`src/shared/csh_pkg.sv`:
```
// package: opcodes, flag layout and constants for the skip/halt/subtract unit
package csh_pkg;

  // ---------------------------------------------------------------
  // opcode classes
  // ---------------------------------------------------------------
  typedef enum logic [2:0] {
    CSH_OP_NONE       = 3'b000,
    CSH_OP_SKIP_NEG   = 3'b001,
    CSH_OP_SKIP_NOOVF = 3'b010,
    CSH_OP_SKIP_OVF   = 3'b011,
    CSH_OP_SKIP_POS   = 3'b100,
    CSH_OP_HALT       = 3'b101,
    CSH_OP_RSUB       = 3'b110
  } csh_op_t;

  // ---------------------------------------------------------------
  // sizes and counts
  // ---------------------------------------------------------------
  localparam int          CSH_DATA_W      = 24;
  localparam int          CSH_PC_W        = 16;
  localparam logic [1:0]  CSH_SKIP_MIN    = 2'h1;
  localparam logic [1:0]  CSH_SKIP_MAX    = 2'h3;
  localparam logic [2:0]  CSH_LEN_MIN     = 3'h1;
  localparam logic [2:0]  CSH_SKIP_BYTES  = 3'h1;
  localparam logic [2:0]  CSH_HALT_BYTES  = 3'h1;

  // flag positions in the packed flag word
  localparam int CSH_FLAG_ZERO  = 0;
  localparam int CSH_FLAG_SIGN  = 1;
  localparam int CSH_FLAG_OVF   = 2;
  localparam int CSH_FLAG_CARRY = 3;

  // ---------------------------------------------------------------
  // carriers
  // ---------------------------------------------------------------
  typedef struct packed {
    logic carry;
    logic ovf;
    logic sign;
    logic zero;
  } csh_flags_t;

  typedef struct packed {
    logic                  valid;
    csh_op_t               op;
    logic [1:0]            skip_n;
    logic                  use_const;
    logic [CSH_DATA_W-1:0] konst;
  } csh_instr_t;

endpackage

```
`src/rtl/csh_exec.sv`:
```
// execution unit for conditional skips, halt and reverse subtract
// ---------------------------------------------------------------
// ---------------------------------------------------------------
`timescale 1ns/1ps
`default_nettype none

module csh_exec #(
  parameter int DATA_W = csh_pkg::CSH_DATA_W,
  parameter int PC_W   = csh_pkg::CSH_PC_W
) (
  input  wire logic                clk,
  input  wire logic                srst,
  input  wire csh_pkg::csh_instr_t instr,
  output logic                     instr_ready,
  input  wire logic [PC_W-1:0]     pc,
  input  wire logic [2:0]          next_len,
  output logic                     pc_load,
  output logic [PC_W-1:0]          pc_value,
  output logic                     skipping,
  input  wire logic [DATA_W-1:0]   reg_first,
  input  wire logic [DATA_W-1:0]   reg_second,
  output logic                     reg_we,
  output logic [DATA_W-1:0]        reg_wdata,
  output csh_pkg::csh_flags_t      flags,
  output logic                     core_halted,
  output logic                     conv_standby,
  output logic                     mem_standby,
  input  wire logic                wake_watchdog,
  input  wire logic                wake_switch,
  input  wire logic                wake_result
);

  // ---------------------------------------------------------------
  // state
  // ---------------------------------------------------------------
  typedef enum logic [1:0] {
    CSH_ST_IDLE   = 2'b00,
    CSH_ST_SKIP   = 2'b01,
    CSH_ST_HALTED = 2'b10
  } csh_state_t;

  csh_state_t          state;
  csh_state_t          next_state;
  logic [1:0]          remain;
  logic [1:0]          next_remain;
  logic [PC_W-1:0]     skip_pc;
  logic [PC_W-1:0]     next_skip_pc;
  logic                next_pc_load;
  logic [PC_W-1:0]     next_pc_value;
  logic                next_reg_we;
  logic [DATA_W-1:0]   next_reg_wdata;
  csh_pkg::csh_flags_t next_flags;
  logic [DATA_W-1:0]   sub_result;
  csh_pkg::csh_flags_t sub_flags;
  logic                cond;
  logic                wake;

  csh_rsub #(
    .W (DATA_W)
  ) u_rsub (
    .first  (reg_first),
    .second (instr.use_const ? instr.konst : reg_second),
    .result (sub_result),
    .flags  (sub_flags)
  );

  assign wake         = wake_watchdog | wake_switch | wake_result;
  assign core_halted  = (state == CSH_ST_HALTED);
  assign conv_standby = core_halted;
  assign mem_standby  = core_halted;
  assign skipping     = (state == CSH_ST_SKIP);
  assign instr_ready  = (state == CSH_ST_IDLE);

  // ---------------------------------------------------------------
  // condition selection
  // ---------------------------------------------------------------
  always_comb begin
    case (instr.op)
      csh_pkg::CSH_OP_SKIP_NEG:   cond = flags.sign;
      csh_pkg::CSH_OP_SKIP_NOOVF: cond = !flags.ovf;
      csh_pkg::CSH_OP_SKIP_OVF:   cond = flags.ovf;
      csh_pkg::CSH_OP_SKIP_POS:   cond = !flags.sign;
      default:                    cond = 1'b0;
    endcase
  end

  // ---------------------------------------------------------------
  // next-state logic
  // ---------------------------------------------------------------
  always_comb begin
    next_state     = state;
    next_remain    = remain;
    next_skip_pc   = skip_pc;
    next_pc_load   = 1'b0;
    next_pc_value  = pc_value;
    next_reg_we    = 1'b0;
    next_reg_wdata = reg_wdata;
    next_flags     = flags;
    case (state)
      CSH_ST_IDLE: begin
        if (instr.valid) begin
          case (instr.op)
            csh_pkg::CSH_OP_SKIP_NEG,
            csh_pkg::CSH_OP_SKIP_NOOVF,
            csh_pkg::CSH_OP_SKIP_OVF,
            csh_pkg::CSH_OP_SKIP_POS: begin
              // flags are left alone either way
              if (cond && instr.skip_n >= csh_pkg::CSH_SKIP_MIN) begin
                next_state   = CSH_ST_SKIP;
                next_remain  = instr.skip_n;
                next_skip_pc = pc + PC_W'(csh_pkg::CSH_SKIP_BYTES);
              end
            end
            csh_pkg::CSH_OP_HALT: begin
              next_state = CSH_ST_HALTED;
            end
            csh_pkg::CSH_OP_RSUB: begin
              next_reg_we    = 1'b1;
              next_reg_wdata = sub_result;
              next_flags     = sub_flags;
            end
            default: begin
            end
          endcase
        end
      end
      CSH_ST_SKIP: begin
        // one cycle per skipped instruction, adding its byte length
        next_skip_pc = skip_pc + PC_W'(next_len);
        next_remain  = remain - 2'h1;
        if (remain == 2'h1) begin
          next_state    = CSH_ST_IDLE;
          next_pc_load  = 1'b1;
          next_pc_value = skip_pc + PC_W'(next_len);
        end
      end
      CSH_ST_HALTED: begin
        if (wake) begin
          next_state = CSH_ST_IDLE;
        end
      end
      default: next_state = CSH_ST_IDLE;
    endcase
  end

  always_ff @(posedge clk) begin
    if (srst) begin
      state     <= CSH_ST_IDLE;
      remain    <= 2'h0;
      skip_pc   <= '0;
      pc_load   <= 1'b0;
      pc_value  <= '0;
      reg_we    <= 1'b0;
      reg_wdata <= '0;
      flags     <= '0;
    end else begin
      state     <= next_state;
      remain    <= next_remain;
      skip_pc   <= next_skip_pc;
      pc_load   <= next_pc_load;
      pc_value  <= next_pc_value;
      reg_we    <= next_reg_we;
      reg_wdata <= next_reg_wdata;
      flags     <= next_flags;
    end
  end

  // ---------------------------------------------------------------
  // assertions
  // ---------------------------------------------------------------
  property p_neg_skip;
    @(posedge clk) disable iff (srst)
    (instr_ready && instr.valid && instr.op == csh_pkg::CSH_OP_SKIP_NEG
     && flags.sign && instr.skip_n == 2'h1) |=> skipping ##1 pc_load;
  endproperty
  a_neg_skip: assert property (p_neg_skip)
    else $error("negative skip did not load pc");

  property p_noovf_skip;
    @(posedge clk) disable iff (srst)
    (instr_ready && instr.valid && instr.op == csh_pkg::CSH_OP_SKIP_NOOVF
     && !flags.ovf && instr.skip_n != 2'h0) |=> skipping;
  endproperty
  a_noovf_skip: assert property (p_noovf_skip)
    else $error("no-overflow skip not taken");

  property p_ovf_noskip;
    @(posedge clk) disable iff (srst)
    (instr_ready && instr.valid && instr.op == csh_pkg::CSH_OP_SKIP_OVF
     && !flags.ovf) |=> !skipping;
  endproperty
  a_ovf_noskip: assert property (p_ovf_noskip)
    else $error("overflow skip taken with overflow clear");

  property p_pos_noskip;
    @(posedge clk) disable iff (srst)
    (instr_ready && instr.valid && instr.op == csh_pkg::CSH_OP_SKIP_POS
     && flags.sign) |=> !skipping;
  endproperty
  a_pos_noskip: assert property (p_pos_noskip)
    else $error("positive skip taken with sign set");

  property p_skip3_len;
    @(posedge clk) disable iff (srst)
    (instr_ready && instr.valid && instr.op == csh_pkg::CSH_OP_SKIP_NEG
     && flags.sign && instr.skip_n == 2'h3) |=> skipping [*3] ##1 pc_load;
  endproperty
  a_skip3_len: assert property (p_skip3_len)
    else $error("three-instruction skip took wrong cycle count");

  property p_halt;
    @(posedge clk) disable iff (srst)
    (instr_ready && instr.valid && instr.op == csh_pkg::CSH_OP_HALT)
      |=> core_halted && conv_standby && mem_standby;
  endproperty
  a_halt: assert property (p_halt)
    else $error("halt did not stop core");

  property p_wake;
    @(posedge clk) disable iff (srst)
    core_halted && !wake |=> core_halted;
  endproperty
  a_wake: assert property (p_wake)
    else $error("core resumed without wake event");

  property p_rsub;
    @(posedge clk) disable iff (srst)
    (instr_ready && instr.valid && instr.op == csh_pkg::CSH_OP_RSUB
     && !instr.use_const)
      |=> reg_we && reg_wdata == DATA_W'($past(reg_second) - $past(reg_first));
  endproperty
  a_rsub: assert property (p_rsub)
    else $error("reverse subtract result wrong");

  property p_flags_kept;
    @(posedge clk) disable iff (srst)
    (skipping ||
     (instr_ready && instr.valid && instr.op != csh_pkg::CSH_OP_RSUB))
      |=> $stable(flags);
  endproperty
  a_flags_kept: assert property (p_flags_kept)
    else $error("flags changed outside subtract");

  c_skip:  cover property (@(posedge clk) disable iff (srst) pc_load);
  c_halt:  cover property (@(posedge clk) disable iff (srst)
                           core_halted ##1 !core_halted);
  c_rsub:  cover property (@(posedge clk) disable iff (srst) reg_we);

endmodule
`default_nettype wire

```
`src/rtl/csh_rsub.sv`:
```
// reverse subtract datapath: result = second - first, with flag outputs
`timescale 1ns/1ps
`default_nettype none

module csh_rsub #(
  parameter int W = 24
) (
  input  wire logic [W-1:0]       first,
  input  wire logic [W-1:0]       second,
  output logic [W-1:0]            result,
  output csh_pkg::csh_flags_t     flags
);

  logic [W:0] diff;

  always_comb begin
    diff         = {1'b0, second} - {1'b0, first};
    result       = diff[W-1:0];
    // carry means borrow out of the top bit
    flags.carry  = diff[W];
    flags.ovf    = (second[W-1] != first[W-1]) && (diff[W-1] != second[W-1]);
    flags.sign   = diff[W-1];
    flags.zero   = (diff[W-1:0] == '0);
  end

endmodule
`default_nettype wire

```
`config.mk`:
```
export PLATFORM = sky130hd
export DESIGN_NAME = csh_exec
export DESIGN_NICKNAME = d
export VERILOG_FILES = /design/src/shared/csh_pkg.sv /design/src/rtl/csh_exec.sv /design/src/rtl/csh_rsub.sv
export SDC_FILE = /design/constraint.sdc
export NUM_CORES = 1
export LEC_CHECK = 0
export BUFFER_PORTS_ARGS = -buffer_cell sky130_fd_sc_hd__buf_2
export CAP_MARGIN = 20
export CORE_ASPECT_RATIO = 1.2
export CORE_MARGIN = 2
export CORE_UTILIZATION = 47
export DETAILED_ROUTE_END_ITERATION = 16
export PLACE_DENSITY_LB_ADDON = 0.05
export SYNTH_ARGS = -nofsm -noshare
export SYNTH_HDL_FRONTEND = slang
export SYNTH_HIERARCHICAL = 1
export SYNTH_SLANG_ARGS = --single-unit
export TNS_END_PERCENT = 30
```
`constraint.sdc`:
```
create_clock -name clk -period 5.3 [get_ports clk]
set_input_delay 1.325 -clock clk [delete_from_list [all_inputs] [get_ports clk]]
set_output_delay 1.325 -clock clk [all_outputs]
set_load 0.05 [all_outputs]
```
==> metrics.json <==
{
  "outcome": {"value": "finished, final reports clean"},
  "ios": {"value": 154},
  "worst_setup_path_end_kind": {"value": "register"},
  "most-common-layout-cells": {"value": "sky130_fd_sc_hd__buf_2, sky130_fd_sc_hd__nand2_1, sky130_fd_sc_hd__dfxtp_1"},
  "main_combinational_cell_family_by_area_after_synthesis": {"value": "compound AO/OA/AOI/OAI gates"},
  "antenna_viol_nets_final": {"value": 0},
  "cts.htree.levels": {"value": 3},
  "tightestPinTransition": {"value": 1.06, "unit": "ns"},
  "gp_congestion": {"value": 0.895},
  "synth_cell_type_count": {"value": 75},
  "synth_top_area_cell": {"value": "sky130_fd_sc_hd__dfxtp_1"},
  "global_route.usage.met2": {"value": 40.6, "unit": "%"},
  "clock_path_buffers": {"value": 2},
  "final_hold_viol_count": {"value": 0},
  "syn_area": {"value": 0.00489, "unit": "mm²"},
  "drt-initial-drc-count": {"value": 136},
  "viasPerCell": {"value": 5.39},
  "synthDominantCellAreaShare": {"value": 27.0, "unit": "%"},
  "post_cts.resized_instances": {"value": 0},
  "number_of_clock_sinks": {"value": 66},
  "cts_made_buffers": {"value": 9},
  "antenna_cells": {"value": 0},
  "holdCritPathClass": {"value": "register to register"},
  "combPwrFrac": {"value": 27.8, "unit": "%"},
  "grt_setup_unrepaired": {"value": "no"},
  "finalCriticalPeriod": {"value": 4.77, "unit": "ns"},
  "grt_start_max_net_pins": {"value": 42},
  "period_share": {"value": 90.0, "unit": "%"},
  "grt_util_all_layers": {"value": 21.7, "unit": "%"},
  "number_of_flops_mapped_to_enable_cells_by_yosys": {"value": 0},
  "setup_viol_count_final": {"value": 0},
  "dr_total_vias": {"value": 4784},
  "cts.clk_slew.worst_paths": {"value": 0.05, "unit": "ns"},
  "start_util": {"value": 48.6, "unit": "%"},
  "timing_max_transition_violations_final": {"value": 0},
  "area_delta_synth_final": {"value": 23.3, "unit": "%"},
  "asyncSetResetFlopFracSynth": {"value": 0, "unit": "%"},
  "synth_flop_cell": {"value": "sky130_fd_sc_hd__dfxtp_1"},
  "cellPowerDensity": {"value": 269, "unit": "mW/mm²"},
  "yosysSeqAreaShare": {"value": 27.0, "unit": "%"},
  "yosys_register_bits": {"value": 66},
  "buffers_inserted_during_post_cts_setup_optimization": {"value": 0},
  "synthXorXnorAreaFrac": {"value": 8.24, "unit": "%"},
  "p_seq_share": {"value": 33.0, "unit": "%"},
  "grt_util_met3": {"value": 2.29, "unit": "%"},
  "synth.area.top_cells": {"value": "sky130_fd_sc_hd__dfxtp_1, sky130_fd_sc_hd__ha_1, sky130_fd_sc_hd__a21oi_1"},
  "first_global_vias": {"value": 4466},
  "fmax": {"value": 210, "unit": "MHz"},
  "switching_power": {"value": 0.000485, "unit": "W"},
  "start_kind": {"value": "input pin"},
  "grt_pass1_wl": {"value": 20.0, "unit": "mm"},
  "synthesis.instances": {"value": 621},
  "final_net_count": {"value": 891},
  "switching_share": {"value": 29.9, "unit": "%"},
  "busiest_layer": {"value": "met2"},
  "required": {"value": 5.55, "unit": "ns"},
  "postCtsHoldBufs": {"value": 0},
  "fin_tns_setup": {"value": 0, "unit": "ns"},
  "grt.overflow.total": {"value": 0},
  "routedWlPerCell": {"value": 14.1, "unit": "µm"},
  "ys.warnings.count": {"value": 6},
  "synth.net_count": {"value": 755},
  "synth_compound_area_share": {"value": 22.7, "unit": "%"},
  "cap_viol_max_count": {"value": 0},
  "drc": {"value": 0},
  "drt_pass1_iterations": {"value": 4},
  "coreArea": {"value": 0.0101, "unit": "mm²"},
  "gr-usage-met1": {"value": 24.4, "unit": "%"},
  "cts_tree": {"value": "yes"},
  "leakagePower": {"value": 2.67, "unit": "nW"},
  "dp.final_hpwl": {"value": 10.0, "unit": "mm"},
  "port_buffers": {"value": 153},
  "fin_worst_skew": {"value": 0.00513, "unit": "ns"},
  "timing.critical_path.arrival": {"value": 5.03, "unit": "ns"},
  "syn-mean-instance-area": {"value": 7.87, "unit": "µm²"},
  "synth_fa_ha_area_share": {"value": 8.24, "unit": "%"},
  "irDropWorstVdd": {"value": 0.144, "unit": "mV"},
  "criticalPathCategory": {"value": "input pin to register"},
  "fp-row-count": {"value": 40},
  "power.clock.fraction": {"value": 39.2, "unit": "%"},
  "design.die.area": {"value": 0.0112, "unit": "mm²"},
  "layout_commonest_cell": {"value": "sky130_fd_sc_hd__buf_2"},
  "max-slew-margin-rel": {"value": 28.7, "unit": "%"},
  "die_width": {"value": 97.1, "unit": "µm"},
  "die_y": {"value": 116, "unit": "µm"},
  "antenna_found_initial": {"value": 0},
  "clk-insertion-delay-late": {"value": 0.33, "unit": "ns"},
  "power.total": {"value": 0.00162, "unit": "W"},
  "final_wl": {"value": 12.5, "unit": "mm"},
  "synthSimpleGateAreaFrac": {"value": 22.0, "unit": "%"},
  "crit_fanout": {"value": 13},
  "p_int": {"value": 0.00114, "unit": "W"},
  "clock_tree_root_buffer_cell": {"value": "sky130_fd_sc_hd__clkbuf_16"},
  "post_synth_mux_area_share": {"value": 5.73, "unit": "%"},
  "layout-drive-gt1-share": {"value": 28.5, "unit": "%"}
}
==> synth_stat cells (5+ instances only) <==
cell and count:
sky130_fd_sc_hd__nand2_1 82, sky130_fd_sc_hd__and2_1 5, sky130_fd_sc_hd__dfxtp_1 66, sky130_fd_sc_hd__nor3_1 15, sky130_fd_sc_hd__ha_1 29, sky130_fd_sc_hd__nor4_1 8, sky130_fd_sc_hd__xnor2_1 25, sky130_fd_sc_hd__inv_1 37
sky130_fd_sc_hd__a21oi_1 62, sky130_fd_sc_hd__a211oi_1 20, sky130_fd_sc_hd__buf_2 10, sky130_fd_sc_hd__o211ai_1 5, sky130_fd_sc_hd__xor2_1 21, sky130_fd_sc_hd__o21bai_1 6, sky130_fd_sc_hd__nand4_1 8, sky130_fd_sc_hd__o21ai_0 6
sky130_fd_sc_hd__a21o_1 11, sky130_fd_sc_hd__mux2_2 24, sky130_fd_sc_hd__nor2_1 59, sky130_fd_sc_hd__clkbuf_1 16, sky130_fd_sc_hd__nand3_1 16, sky130_fd_sc_hd__nand2b_1 7
==> path summary, 6_finish.rpt <==
check | start | end | slack (ns) | cells past startpoint
worst max-delay path | instr[24] | flags[0] | 0.53 | 14
worst min-delay path | pc_value[0] | pc_value[0] | 0.45 | 2
worst max register to register | state[0] | pc_value[9] | 2.56 | 5
worst min register to register | pc_value[0] | pc_value[0] | 0.45 | 2
==> state kept, by name, summed over array words and instances (netlist names) <==
signal,flops
flags,4
reg_wdata,24
pc_load,1
skip_pc,16
state,2
pc_value,16
reg_we,1
remain,2
==> worst max-delay path: stages <==
cell and delay, ns:
sky130_fd_sc_hd__buf_2 0.26, sky130_fd_sc_hd__mux2_2 0.37, sky130_fd_sc_hd__ha_1 0.34, sky130_fd_sc_hd__o211ai_2 0.20, sky130_fd_sc_hd__a21oi_1 0.07, sky130_fd_sc_hd__or3_1 0.37, sky130_fd_sc_hd__a2111o_1 0.42, sky130_fd_sc_hd__a2111o_1 0.43
sky130_fd_sc_hd__a211oi_2 0.16, sky130_fd_sc_hd__and4bb_1 0.20, sky130_fd_sc_hd__or4b_1 0.45, sky130_fd_sc_hd__nor4b_2 0.23, sky130_fd_sc_hd__nand2_1 0.07, sky130_fd_sc_hd__a21oi_1 0.14
==> stage by stage <==
step	hold WS, ns	worst slack [ns]	instance area, µm²	util, %	cells
2_1_floorplan	0.436	0.222	4890	-	621
3_3_place_gp	0.438	0.266	5690	56.6	871
3_5_place_dp	0.447	0.177	5690	56.6	871
4_1_cts	0.454	0.517	6010	59.8	886
5_1_grt	0.471	0.279	6030	59.9	887
6_report	0.449	0.528	6030	59.9	887
==> layout make-up <==
| type | count | area [µm²] |
|---|---|---|
| multi-input combinational | 484 | 3270 |
| timing repair buffer | 158 | 811 |
| fill | 949 | 4030 |
| clock inverter | 2 | 60.1 |
| clock buffer | 13 | 260 |
| sequential | 66 | 1320 |
| tap | 126 | 158 |
| inverter | 38 | 143 |
==> power by group through the flow <==
stage,registers [W],logic (W),clock network (W)
global route,0.000537,0.000499,0.000669
finish,0.000535,0.000452,0.000637
detailed placement,0.000544,0.000447,0
CTS,0.000534,0.000450,0.000645
floorplan,0.000566,0.000307,0
global placement,0.000544,0.000442,0
==> kinds of logic after synthesis <==
kind of cell,Yosys count
AND/OR/NAND/NOR,224
AO/OA/AOI/OAI,158
buffers and inverters,71
flip-flops,66
XOR/XNOR,46
adder cells (fa/ha/maj),31
multiplexers,25
==> layer usage <==
layer | wire, µm | vias to the layer above
met5 | 0 | -
met4 | 370 | 0
met3 | 500 | 28
met2 | 6530 | 127
met1 | 5110 | 2164
li1 | - | 2465
Note: power is estimated with default switching activity, not from simulation.
